## src/verilog/cplc_pkg.sv

```systemverilog
// Purpose : constants for the cpu priority level control block
// Assumes : 16-bit register port, byte offsets on word boundaries
// Notes   : offsets are word aligned, data sits in the low 16 bits
// ==========================================================================
// package
package cplc_pkg;
  localparam int unsigned CPLC_AW = 8;
  localparam int unsigned CPLC_DW = 16;

  // ========================================================================
  // register offsets
  localparam logic [7:0] CPLC_OFS_STATUS  = 8'h00;
  localparam logic [7:0] CPLC_OFS_CORE    = 8'h04;
  localparam logic [7:0] CPLC_OFS_ICON1   = 8'h08;
  localparam logic [7:0] CPLC_OFS_EVT_ST  = 8'h0c;
  localparam logic [7:0] CPLC_OFS_EVT_CLR = 8'h10;
  localparam logic [7:0] CPLC_OFS_EVT_EN  = 8'h14;

  // ========================================================================
  // field positions
  localparam int unsigned CPLC_LOW_LSB   = 5;
  localparam int unsigned CPLC_LOW_MSB   = 7;
  localparam int unsigned CPLC_TOP_POS   = 3;
  localparam int unsigned CPLC_NEST_POS  = 15;
  localparam int unsigned CPLC_OSC_POS   = 1;
  localparam logic [15:0] CPLC_ICON1_MASK = 16'hffde;
  localparam logic [2:0]  CPLC_LOW_ALL_MASKED = 3'h7;

  // ========================================================================
  // event bits
  localparam int unsigned CPLC_EVT_N      = 3;
  localparam int unsigned CPLC_EVT_OSC    = 0;
  localparam int unsigned CPLC_EVT_ACCEPT = 1;
  localparam int unsigned CPLC_EVT_FROZEN = 2;

  // ========================================================================
  // reset values
  localparam logic [2:0]  CPLC_RST_LOW   = 3'h0;
  localparam logic        CPLC_RST_TOP   = 1'b0;
  localparam logic [15:0] CPLC_RST_ICON1 = 16'h0000;
  localparam logic [2:0]  CPLC_RST_EVT   = 3'h0;
  localparam logic [15:0] CPLC_RST_DATA  = 16'h0000;
endpackage : cplc_pkg

```

## src/verilog/cplc_top.sv

```systemverilog
// Purpose : cpu interrupt priority level state, masking and acceptance
// Assumes : sequencer and request sources run on i_clk_sys
// Notes   : sequencer level loads take precedence over software writes
// Functional notes
// - low level bits at status bits 7..5
// - software write changes low level bits
// - top level bit is read-only to software
// - level is top bit above low bits
// - binary levels 0..7, plus eight with top
// - low bits 111 block all user interrupts
// - top bit set blocks all user interrupts
// - nesting disable freezes low bits against writes
// - top bit shows level above seven
// - control one holds nesting and trap flags
// - oscillator failure sets its trap flag
`timescale 1ns/1ns
module cplc_top
  import cplc_pkg::*;
(
  input  wire logic         i_clk_sys,
  input  wire logic         i_reset_n,
  input  wire logic [7:0]   i_addr,
  input  wire logic [15:0]  i_wdata,
  input  wire logic         i_wr,
  input  wire logic         i_rd,
  output logic      [15:0]  o_rdata,
  input  wire logic         i_seq_load,
  input  wire logic [3:0]   i_seq_level,
  input  wire logic         i_osc_fail,
  input  wire logic         i_req_valid,
  input  wire logic [2:0]   i_req_prio,
  output logic              o_req_accept,
  output logic      [3:0]   o_cpu_level,
  output logic              o_irq
);

  // ========================================================================
  // state
  typedef struct packed {
    logic [2:0]  low_bits;
    logic        top_bit;
    logic [15:0] icon1;
    logic [2:0]  evt_stat;
    logic [2:0]  evt_en;
    logic [15:0] rdata;
    logic        irq;
    logic        accept;
    logic [3:0]  level;
  } cplc_state_t;

  cplc_state_t st_reg;
  cplc_state_t st_next;

  // level formed by stacking the top bit over the low bits
  function automatic logic [3:0] cplc_level(input logic top, input logic [2:0] low);
    cplc_level = {top, low};
  endfunction : cplc_level

  // strict compare; a top bit of one lifts the level past every user prio
  function automatic logic cplc_may_accept(input logic [3:0] lvl, input logic [2:0] prio);
    cplc_may_accept = ({1'b0, prio} > lvl);
  endfunction : cplc_may_accept

  // ========================================================================
  // decode
  logic wr_status;
  logic wr_core;
  logic wr_icon1;
  logic wr_evt_clr;
  logic wr_evt_en;
  logic nest_dis;
  logic frozen_try;
  logic accept_now;
  logic [2:0] evt_set;

  // strobes per register, unmapped addresses ignore writes
  always_comb
  begin
    wr_status  = i_wr && (i_addr == CPLC_OFS_STATUS);
    wr_core    = i_wr && (i_addr == CPLC_OFS_CORE);
    wr_icon1   = i_wr && (i_addr == CPLC_OFS_ICON1);
    wr_evt_clr = i_wr && (i_addr == CPLC_OFS_EVT_CLR);
    wr_evt_en  = i_wr && (i_addr == CPLC_OFS_EVT_EN);
    nest_dis   = st_reg.icon1[CPLC_NEST_POS];
    frozen_try = wr_status && nest_dis && !i_seq_load;
    accept_now = i_req_valid && (st_reg.low_bits != CPLC_LOW_ALL_MASKED)
                 && cplc_may_accept(st_reg.level, i_req_prio);
    evt_set    = '0;
    evt_set[CPLC_EVT_OSC]    = i_osc_fail;
    evt_set[CPLC_EVT_ACCEPT] = accept_now;
    evt_set[CPLC_EVT_FROZEN] = frozen_try;
  end

  // ========================================================================
  // next state
  always_comb
  begin
    st_next = st_reg;
    // sequencer owns the level on entry and return of an exception
    if (i_seq_load)
    begin
      st_next.low_bits = i_seq_level[2:0];
      st_next.top_bit  = i_seq_level[3];
    end
    else if (wr_status && !nest_dis)
    begin
      st_next.low_bits = i_wdata[CPLC_LOW_MSB:CPLC_LOW_LSB];
    end
    // writes to the core word never touch the top bit
    if (wr_core)
    begin
      st_next.top_bit = st_next.top_bit;
    end
    // control one: nesting disable plus trap flags, holes read zero
    if (wr_icon1)
    begin
      st_next.icon1 = i_wdata & CPLC_ICON1_MASK;
    end
    // a failure in the same cycle as a write still leaves the flag set
    if (i_osc_fail)
    begin
      st_next.icon1[CPLC_OSC_POS] = 1'b1;
    end
    // events are sticky; a set beats a clear arriving together
    if (wr_evt_clr)
    begin
      st_next.evt_stat = st_reg.evt_stat & ~i_wdata[CPLC_EVT_N-1:0];
    end
    st_next.evt_stat = st_next.evt_stat | evt_set;
    if (wr_evt_en)
    begin
      st_next.evt_en = i_wdata[CPLC_EVT_N-1:0];
    end
    // read data valid only in the cycle after the strobe
    st_next.rdata = CPLC_RST_DATA;
    if (i_rd)
    begin
      case (i_addr)
        CPLC_OFS_STATUS:
        begin
          st_next.rdata[CPLC_LOW_MSB:CPLC_LOW_LSB] = st_reg.low_bits;
        end
        CPLC_OFS_CORE:
        begin
          st_next.rdata[CPLC_TOP_POS] = st_reg.top_bit;
        end
        CPLC_OFS_ICON1:
        begin
          st_next.rdata = st_reg.icon1;
        end
        CPLC_OFS_EVT_ST:
        begin
          st_next.rdata[CPLC_EVT_N-1:0] = st_reg.evt_stat;
        end
        CPLC_OFS_EVT_EN:
        begin
          st_next.rdata[CPLC_EVT_N-1:0] = st_reg.evt_en;
        end
        default:
        begin
          st_next.rdata = CPLC_RST_DATA;
        end
      endcase
    end
    st_next.accept = accept_now;
    st_next.level  = cplc_level(st_next.top_bit, st_next.low_bits);
    st_next.irq    = |(st_next.evt_stat & st_next.evt_en);
  end

  // ========================================================================
  // registers
  always_ff @(posedge i_clk_sys or negedge i_reset_n)
  begin
    if (!i_reset_n)
    begin
      st_reg.low_bits <= CPLC_RST_LOW;
      st_reg.top_bit  <= CPLC_RST_TOP;
      st_reg.icon1    <= CPLC_RST_ICON1;
      st_reg.evt_stat <= CPLC_RST_EVT;
      st_reg.evt_en   <= CPLC_RST_EVT;
      st_reg.rdata    <= CPLC_RST_DATA;
      st_reg.irq      <= 1'b0;
      st_reg.accept   <= 1'b0;
      st_reg.level    <= 4'h0;
    end
    else
    begin
      st_reg <= st_next;
    end
  end

  // outputs straight from the state flops
  assign o_rdata      = st_reg.rdata;
  assign o_req_accept = st_reg.accept;
  assign o_cpu_level  = st_reg.level;
  assign o_irq        = st_reg.irq;

  // ========================================================================
  // checks
  chk_low_write_takes: assert property (@(posedge i_clk_sys) disable iff (!i_reset_n)
    (wr_status && !nest_dis && !i_seq_load) |=> (st_reg.low_bits == $past(i_wdata[7:5])))
    else $error("low level bits missed a software write");

  chk_nest_freeze_low: assert property (@(posedge i_clk_sys) disable iff (!i_reset_n)
    (wr_status && nest_dis && !i_seq_load) |=> $stable(st_reg.low_bits))
    else $error("low level bits changed while frozen");

  chk_top_readonly: assert property (@(posedge i_clk_sys) disable iff (!i_reset_n)
    (i_wr && !i_seq_load) |=> $stable(st_reg.top_bit))
    else $error("software changed the top level bit");

  chk_level_concat: assert property (@(posedge i_clk_sys) disable iff (!i_reset_n)
    o_cpu_level == {st_reg.top_bit, st_reg.low_bits})
    else $error("cpu level does not match its bits");

  chk_top_blocks_user: assert property (@(posedge i_clk_sys) disable iff (!i_reset_n)
    (st_reg.top_bit && i_req_valid) |=> !o_req_accept)
    else $error("user request accepted above level seven");

  chk_all_masked: assert property (@(posedge i_clk_sys) disable iff (!i_reset_n)
    (st_reg.low_bits == 3'h7) |=> !o_req_accept)
    else $error("user request accepted at masked level");

  chk_accept_cause: assert property (@(posedge i_clk_sys) disable iff (!i_reset_n)
    o_req_accept |-> ($past(i_req_valid) && ({1'b0, $past(i_req_prio)} > $past(o_cpu_level))))
    else $error("accept without a higher priority request");

  chk_accept_given: assert property (@(posedge i_clk_sys) disable iff (!i_reset_n)
    (i_req_valid && !st_reg.top_bit && (st_reg.low_bits != 3'h7)
     && (i_req_prio > st_reg.low_bits)) |=> o_req_accept)
    else $error("eligible request was not accepted");

  chk_osc_flag_set: assert property (@(posedge i_clk_sys) disable iff (!i_reset_n)
    i_osc_fail |=> (st_reg.icon1[1] && st_reg.evt_stat[0]) [*1])
    else $error("oscillator failure flag not set");

  chk_status_read: assert property (@(posedge i_clk_sys) disable iff (!i_reset_n)
    (i_rd && (i_addr == CPLC_OFS_STATUS)) |=> (o_rdata[7:5] == $past(st_reg.low_bits)))
    else $error("status read shows wrong level bits");

  chk_core_read: assert property (@(posedge i_clk_sys) disable iff (!i_reset_n)
    (i_rd && (i_addr == CPLC_OFS_CORE)) |=> (o_rdata[3] == $past(o_cpu_level[3])))
    else $error("core read shows wrong top bit");

  chk_irq_follows: assert property (@(posedge i_clk_sys) disable iff (!i_reset_n)
    o_irq == |(st_reg.evt_stat & st_reg.evt_en))
    else $error("interrupt output disagrees with status");

  // ========================================================================
  // level ownership checks
  // a sequencer load lands whole, even when software writes in the same cycle
  chk_seq_load_level: assert property (@(posedge i_clk_sys) disable iff (!i_reset_n)
    i_seq_load |=> (o_cpu_level == $past(i_seq_level)))
    else $error("sequencer load did not reach the cpu level");

  chk_seq_beats_write: assert property (@(posedge i_clk_sys) disable iff (!i_reset_n)
    (i_seq_load && wr_status) |=> (st_reg.low_bits == $past(i_seq_level[2:0])))
    else $error("software write beat a sequencer load");

  chk_level_hold: assert property (@(posedge i_clk_sys) disable iff (!i_reset_n)
    (!i_seq_load && !wr_status) |=> $stable(o_cpu_level))
    else $error("cpu level moved without a load or write");

  chk_core_write_kept: assert property (@(posedge i_clk_sys) disable iff (!i_reset_n)
    (wr_core && !i_seq_load) |=> $stable(o_cpu_level))
    else $error("core word write changed the cpu level");

  chk_frozen_event: assert property (@(posedge i_clk_sys) disable iff (!i_reset_n)
    frozen_try |=> st_reg.evt_stat[CPLC_EVT_FROZEN])
    else $error("refused status write left no event");

  // ========================================================================
  // acceptance checks
  // both sides of the strict compare are watched, not only the accept side
  chk_low_prio_refused: assert property (@(posedge i_clk_sys) disable iff (!i_reset_n)
    (i_req_valid && ({1'b0, i_req_prio} <= o_cpu_level)) |=> !o_req_accept)
    else $error("request at or below the level was accepted");

  chk_no_req_no_accept: assert property (@(posedge i_clk_sys) disable iff (!i_reset_n)
    !i_req_valid |=> !o_req_accept)
    else $error("accept without any pending request");

  // ========================================================================
  // control one and event checks
  chk_icon1_holes: assert property (@(posedge i_clk_sys) disable iff (!i_reset_n)
    (st_reg.icon1 & ~CPLC_ICON1_MASK) == 16'h0000)
    else $error("unimplemented control one bit is set");

  chk_icon1_write: assert property (@(posedge i_clk_sys) disable iff (!i_reset_n)
    (wr_icon1 && !i_osc_fail) |=> (st_reg.icon1 == ($past(i_wdata) & CPLC_ICON1_MASK)))
    else $error("control one write did not land");

  chk_osc_sticky: assert property (@(posedge i_clk_sys) disable iff (!i_reset_n)
    (st_reg.icon1[CPLC_OSC_POS] && !wr_icon1) |=> st_reg.icon1[CPLC_OSC_POS])
    else $error("oscillator failure flag dropped by itself");

  chk_clear_lands: assert property (@(posedge i_clk_sys) disable iff (!i_reset_n)
    (wr_evt_clr && i_wdata[CPLC_EVT_OSC] && !i_osc_fail) |=> !st_reg.evt_stat[CPLC_EVT_OSC])
    else $error("event clear did not clear the failure event");

  chk_enable_write: assert property (@(posedge i_clk_sys) disable iff (!i_reset_n)
    wr_evt_en |=> (st_reg.evt_en == $past(i_wdata[CPLC_EVT_N-1:0])))
    else $error("event enable write did not land");

  chk_rdata_idle: assert property (@(posedge i_clk_sys) disable iff (!i_reset_n)
    !i_rd |=> (o_rdata == CPLC_RST_DATA))
    else $error("read data stood without a read strobe");

  // ========================================================================
  // reset checks
  // no disable here since the check must look inside reset; asking for two
  // low samples skips the start-up race between the first edge and reset
  chk_reset_clears: assert property (@(posedge i_clk_sys)
    (!i_reset_n ##1 !i_reset_n) |-> ((o_cpu_level == 4'h0) && !nest_dis && !o_irq))
    else $error("reset left the level or nesting disable set");

endmodule : cplc_top

```

## config.mk

```make
export PLATFORM = sky130hd
export DESIGN_NAME = cplc_top
export DESIGN_NICKNAME = d
export VERILOG_FILES = /design/src/verilog/cplc_pkg.sv /design/src/verilog/cplc_top.sv
export SDC_FILE = /design/constraint.sdc
export NUM_CORES = 1
export LEC_CHECK = 0
export ABC_AREA = 0
export ABC_CLOCK_PERIOD_IN_PS = 2200
export BUFFER_PORTS_ARGS = -buffer_cell sky130_fd_sc_hd__buf_4
export CAP_MARGIN = 30
export CORE_MARGIN = 2
export CORE_UTILIZATION = 42
export CTS_CLUSTER_SIZE = 20
export DETAILED_ROUTE_END_ITERATION = 12
export PLACE_DENSITY = 0.66
export SYNTH_ARGS = -nofsm -noshare
export SYNTH_HDL_FRONTEND = slang
export SYNTH_SLANG_ARGS = --single-unit
```

## constraint.sdc

```tcl
create_clock -name i_clk_sys -period 2.2 [get_ports i_clk_sys]
set_input_delay 0.11 -clock i_clk_sys [delete_from_list [all_inputs] [get_ports i_clk_sys]]
set_output_delay 0.11 -clock i_clk_sys [all_outputs]
set_load 0.01 [all_outputs]
```

==> impl_metrics.tcl, run 1 <==
set metrics [dict create \
    fin_ws_ns 0.4789 \
    gr-total-overflow 0 \
    irDropWorstVdd_mv 0.2747 \
    timing_hold_violations_final 0 \
    nFillCells 414 \
    switching_share 0.2191 \
    hold_class "in2reg" \
    yosys_warnings 0 \
    p_int_w 0.001208 \
    start_kind "flop" \
    antenna_found_initial 0 \
    initial_core_util 0.4277 \
    syn_inst 154 \
    wl_per_cell_um 15.47 \
    crit_path_end_kind "flop" \
    finalCritPeriodShare 0.7823 \
    dp_hpwl_um 3039 \
    finalMaxSlewViolations 0 \
    period_needed_ns 1.721 \
    clkPwrFrac 0.364 \
    drc_errors 0 \
    grt_pass1_wl_um 6348 \
    num_rows 25 \
    fmax_mhz 581.0 \
    htree_levels 2 \
    crit_slowest_cell "dfrtp_1" \
    wl_um 3915 \
    numClockSinks 42 \
    cts_setup_buffers 0 \
    critPathArrivalTime_ns 1.89 \
    tns_ns 0 \
    cts_buffer_depth 2 \
    largest_reg_flops 19 \
    finClkSkew_ns 0.006276 \
    cp_max_fo 5 \
    outcome "completed" \
    viasPerCell 5.071 \
    critPathRequiredTime_ns 2.37 \
    critPathBufInv 1 \
    pre_cts_ws_ns 0.4848 \
    dr_total_vias 1283 \
    ys_ff_latch 42 \
    leakage_nw 1.317 \
    cp_num_cells 7 \
    ios 60 \
    synth.net_count 195 \
    max_stage_delay_ns 0.42 \
    crit_type "reg2reg" \
    synthesis.area_mm2 0.001993 \
    slew_headroom 0.6604 \
    clock_latency_ns 0.29 \
    worst_slew_pin_slew_ns 0.5094 \
    cap_viol_max_count 0 \
    area.growth.synth_to_final_pct 22.91 \
    seq_power_share 0.527 \
    gp_congestion 0.8254 \
    setup_viol 0 \
    fp.dieH_um 72.89 \
    first_iter_violations 56 \
    path_cells "inv_1 > ha_1 > nor2b_1 > o21ai_0 > a21oi_1 > o21a_1 > a221o_1" \
    r2r_cells 7 \
    ant_nets 0 \
    p_sw_w 0.0003389 \
    grt_setup_unrepaired "false" \
    grt_pass1_vias 1363 \
    core_area_mm2 0.004661 \
    yosysSeqAreaShare 0.5273 \
    synth_area_per_cell_um2 12.94 \
    drive_gt1_frac 0.4573 \
    first_pass_iters 6 \
    cts_tree "built" \
    worstHoldPathCells 3 \
    numCtsBuffers 5 \
    cts_resized 0 \
    grt_max_degree 43 \
    n_antenna_cell 0 \
    fin_nets 239 \
    critical_path.top_delay_family "compound AO/OA/AOI/OAI gates" \
    synth_enable_flop_cells 0 \
    io_buffer_count 59 \
    die_area_mm2 0.005313 \
    async_reset_ff_frac 1.000 \
    root_buffer "clkbuf_8" \
    total_power_w 0.001547 \
    clk_pin_slew_ns 0.07 \
    yosys.cell_types.count 35 \
    synth_flop_cell "dfrtp_1" \
    power.density_mw_per_mm2 631.3 \
    gr-usage-all-layers 0.1598 \
    die_x_um 72.89 \
    pwr-share-comb 0.109 \
]
## Yosys cell counts, types with 2 or more instances
| master | n | area [um2] |
|---|---|---|
| a22o_1 | 2 | 17.52 |
| and3_1 | 11 | 68.82 |
| nor2b_1 | 4 | 25.02 |
| a32oi_1 | 2 | 17.52 |
| nor4b_4 | 2 | 47.55 |
| dfrtp_1 | 42 | 1051 |
| inv_1 | 4 | 15.01 |
| o21ai_0 | 6 | 30.03 |
| mux2_4 | 10 | 150.1 |
| mux2_2 | 6 | 67.56 |
| mux2i_1 | 5 | 50.05 |
| and4_1 | 2 | 17.52 |
| and2_1 | 3 | 18.77 |
| ha_1 | 3 | 37.54 |
| nand2_1 | 7 | 26.28 |
| nand3b_1 | 2 | 15.01 |
| nand3_1 | 5 | 25.02 |
| buf_4 | 20 | 150.1 |
| nor2_1 | 2 | 7.510 |
## layer usage
metal | global-route usage | wire length (um) | up-vias | share of wire
li1 | - | - | 611 | -
met1 | 0.1989 | 1668 | 617 | 0.43
met2 | 0.2556 | 1957 | 48 | 0.50
met3 | 0.04006 | 204 | 7 | 0.052
met4 | 0.08642 | 85 | 0 | 0.022
met5 | 0 | 0 | - | 0
## path summary, 6_finish.rpt
kind / from / to / slack [ns]
min reg2reg: st_reg[38] / st_reg[38] / 0.51
min: i_seq_level[2] / o_cpu_level[2] / 0.04
min in group asynchronous: i_reset_n / st_reg[25] / 0.34
max reg2reg: o_cpu_level[1] / o_irq / 0.48
max: o_cpu_level[1] / o_irq / 0.48
max in group asynchronous: i_reset_n / o_cpu_level[2] / 1.51
## tightest hold or removal path, stage by stage
cell and delay [ns]:
buf_4 0.08, nand2_1 0.04, o21ai_0 0.06
## power groups by stage
stage / logic, W / registers, W / clock network, W
after detailed placement: 0.000170 / 0.000830 / 0
after CTS: 0.000173 / 0.000814 / 0.000575
after floorplan: 0.0000696 / 0.000825 / 0
after global routing: 0.000188 / 0.000818 / 0.000612
after global placement: 0.000165 / 0.000829 / 0
final: 0.000169 / 0.000815 / 0.000563
## final cells by class
type	instances	area, um2	share of cell area
flip-flops and latches	42	1051	0.4290
repair buffers	60	452.9	0.1849
clock buffers	8	110.1	0.04494
inverters	4	15.01	0.006129
well taps	54	67.56	0.02758
multi-input cells	85	753.2	0.3075
## what timing repair did
item                                    in CTS  in global routing
hold buffers                                 1                  0
endpoints found under the hold margin       42                  0
endpoints found under the setup margin       0                  0
## cells in the final DEF (no fill, tap or decap), drive strengths merged, types with 2 or more instances in the layout
| master | count |
|---|---|
| buf | 59 |
| dfrtp | 42 |
| mux2 | 17 |
| and3 | 11 |
| clkbuf | 8 |
| nand2 | 8 |
| o21ai | 6 |
| nand3 | 6 |
| mux2i | 5 |
| inv | 4 |
| nor2b | 4 |
| and2 | 3 |
| ha | 3 |
| nor4b | 2 |
| nor2 | 2 |
| and4 | 2 |
| a22o | 2 |
| a32oi | 2 |
| nand3b | 2 |
## cell families after synthesis
kind of cell / count (synthesis) / share of synthesized area
buffers and inverters: 27 / 0.09478
multiplexers: 22 / 0.1400
flip-flops: 42 / 0.5273
AND/OR/NAND/NOR: 44 / 0.1620
adder cells (fa/ha/maj): 3 / 0.01883
AO/OA/AOI/OAI: 16 / 0.05713
## metrics by stage
step | hold slack (ns) | utilization | std cells | cell area [um2]
floorplan | -0.1856 | - | 154 | 1993
global placement | 0.1128 | 0.4999 | 244 | 2330
detailed placement | 0.1228 | 0.4999 | 244 | 2330
CTS | 0.03074 | 0.5256 | 253 | 2450
global route | 0.03423 | 0.5256 | 253 | 2450
finish | 0.03602 | 0.5256 | 253 | 2450
Note: power is estimated with default switching activity, not from simulation.
==> run 2, diff against run 1 <==
- ABC_CLOCK_PERIOD_IN_PS: 2200 -> 1700
- clock period: 2.2 -> 1.7 ns (I/O delays scaled with it)
==> run 2 against run 1 <==
Compared with the run above: core utilization is 0.94 points higher; flip-flop and latch count stayed put; highest routed layer unchanged; first-iteration DRC count is 54% lower; via count is 3.0% higher; critical endpoint unchanged; clock skew is 0.0017 ns higher.
==> impl_metrics.tcl, run 2 (synthesis results as in run 1) <==
set metrics [dict create \
    outcome "completed" \
    total_power_w 0.001907 \
    max_stage_delay_ns 0.38 \
    fin_util 0.5350 \
    ios 60 \
    die_area_mm2 0.005313 \
    grt_max_degree 43 \
    gr-total-overflow 0 \
    cp_max_fo 3 \
    cap_viol_max_count 0 \
    die_x_um 72.89 \
    power.density_mw_per_mm2 764.6 \
    mostFrequentLayoutCells "buf_4 (65), dfrtp_1 (42), and3_1 (11), mux2_4 (10), nand2_1 (7)" \
    largest_reg_flops 19 \
    area.growth.synth_to_final_pct 25.11 \
    critPathArrivalTime_ns 1.79 \
    layout_commonest_cell "buf_4" \
    fmax_mhz 617.1 \
    slew_headroom 0.6587 \
    first_iter_violations 26 \
    ant_nets 0 \
    r2r_cells 7 \
    crit_slowest_cell "dfrtp_1" \
    critPathRequiredTime_ns 1.87 \
    worstHoldPathCells 3 \
    crit_path_start "o_cpu_level[1]" \
    root_buffer "clkbuf_8" \
    crit_path_end_kind "flop" \
    clk_pin_slew_ns 0.07 \
    n_antenna_cell 0 \
    holdWs_ns 0.005281 \
    path_cells "inv_1 > ha_4 > nor2b_1 > o21ai_1 > a21oi_2 > o21a_1 > a221o_1" \
    first_pass_iters 4 \
    cts_tree "built" \
    wl_per_cell_um 15.34 \
    cts_buffer_depth 2 \
    multiInputGateArea_um2 769.5 \
    finClkSkew_ns 0.007944 \
    finalCritPeriodShare 0.9533 \
    seqCellArea_mm2 0.001051 \
    hold_end "o_cpu_level[2]" \
    worst_slew_pin_slew_ns 0.5119 \
    fin_nets 246 \
    grt_pass1_wl_um 6527 \
    antenna_found_initial 0 \
    critPathBufInv 1 \
    critical_path.top_delay_family "compound AO/OA/AOI/OAI gates" \
    gp_congestion 0.8173 \
    initial_core_util 0.4277 \
    htree_levels 2 \
    leakage_nw 1.338 \
    pre_cts_ws_ns 0.05123 \
    reg2reg_slack_ns 0.08 \
    clock_latency_ns 0.28 \
    place_inst 249 \
    fin_cells 258 \
    irDropWorstVdd_mv 0.5470 \
    start_kind "flop" \
    crit_type "reg2reg" \
    wl_um 3958 \
    hold_class "in2reg" \
    gr-usage-all-layers 0.1621 \
    drive_gt1_frac 0.4755 \
    timing_hold_violations_final 0 \
    setup_viol 0 \
    fin_ws_ns 0.07942 \
    drc_errors 0 \
    numClockSinks 42 \
    finalMaxSlewViolations 0 \
    core_area_mm2 0.004661 \
    worstReg2RegEnd "o_irq" \
    numCtsBuffers 5 \
    holdCritStartpoint "i_seq_level[2]" \
    dr_total_vias 1322 \
    io_buffer_count 59 \
    dp_hpwl_um 3035 \
    fp.dieH_um 72.89 \
    nFillCells 423 \
    grt_pass1_vias 1423 \
    r2r-start "o_cpu_level[1]" \
    viasPerCell 5.124 \
    period_needed_ns 1.621 \
    num_rows 25 \
]
## run 2: per-stage QoR
stage,setup TNS (ns),cell area (um2)
6_report,0,2494
5_1_grt,-0.003116,2494
4_1_cts,0,2470
3_5_place_dp,0,2367
3_3_place_gp,0,2367
2_1_floorplan,0,1993
## run 2: tightest hold or removal path, stage by stage
cell and delay, ns:
buf_4 0.08, nand2_1 0.04, o21ai_0 0.05
## run 2: cell type report
class / instances / share of cell area
Sequential cell: 42 / 0.4215
Inverter: 4 / 0.006021
Multi-Input combinational cell: 85 / 0.3086
Tap cell: 54 / 0.02709
Clock buffer: 6 / 0.03312
Timing Repair Buffer: 67 / 0.2037
## run 2: per-layer routing
layer | share of wire | vias up | global-route usage
met5 | 0 | - | 0
met4 | 0.019 | 0 | 0.06379
met3 | 0.055 | 6 | 0.04696
met2 | 0.50 | 47 | 0.2697
met1 | 0.42 | 647 | 0.1986
li1 | - | 622 | -
## run 2: power breakdown
group | total [W] | internal, W | leakage (nW) | switching (W)
combinational | 0.000248 | 0.000139 | 0.735 | 0.000109
clock | 0.000609 | 0.000313 | 0.0431 | 0.000296
sequential | 0.00105 | 0.00103 | 0.560 | 0.0000191
## run 2: worst max path at each step
stage             to  depth (start not counted)
3_3_place_gp   o_irq                          7
6_report       o_irq                          7
4_1_cts        o_irq                          7
5_1_grt        o_irq                          7
2_1_floorplan  o_irq                          7
3_5_place_dp   o_irq                          7
## run 2: what timing repair did
action,CTS,global route
hold buffers,2,0
hold endpoints to repair,43,0
buffers inserted,0,1
endpoints found under the setup margin,0,1
gates resized for setup,0,3
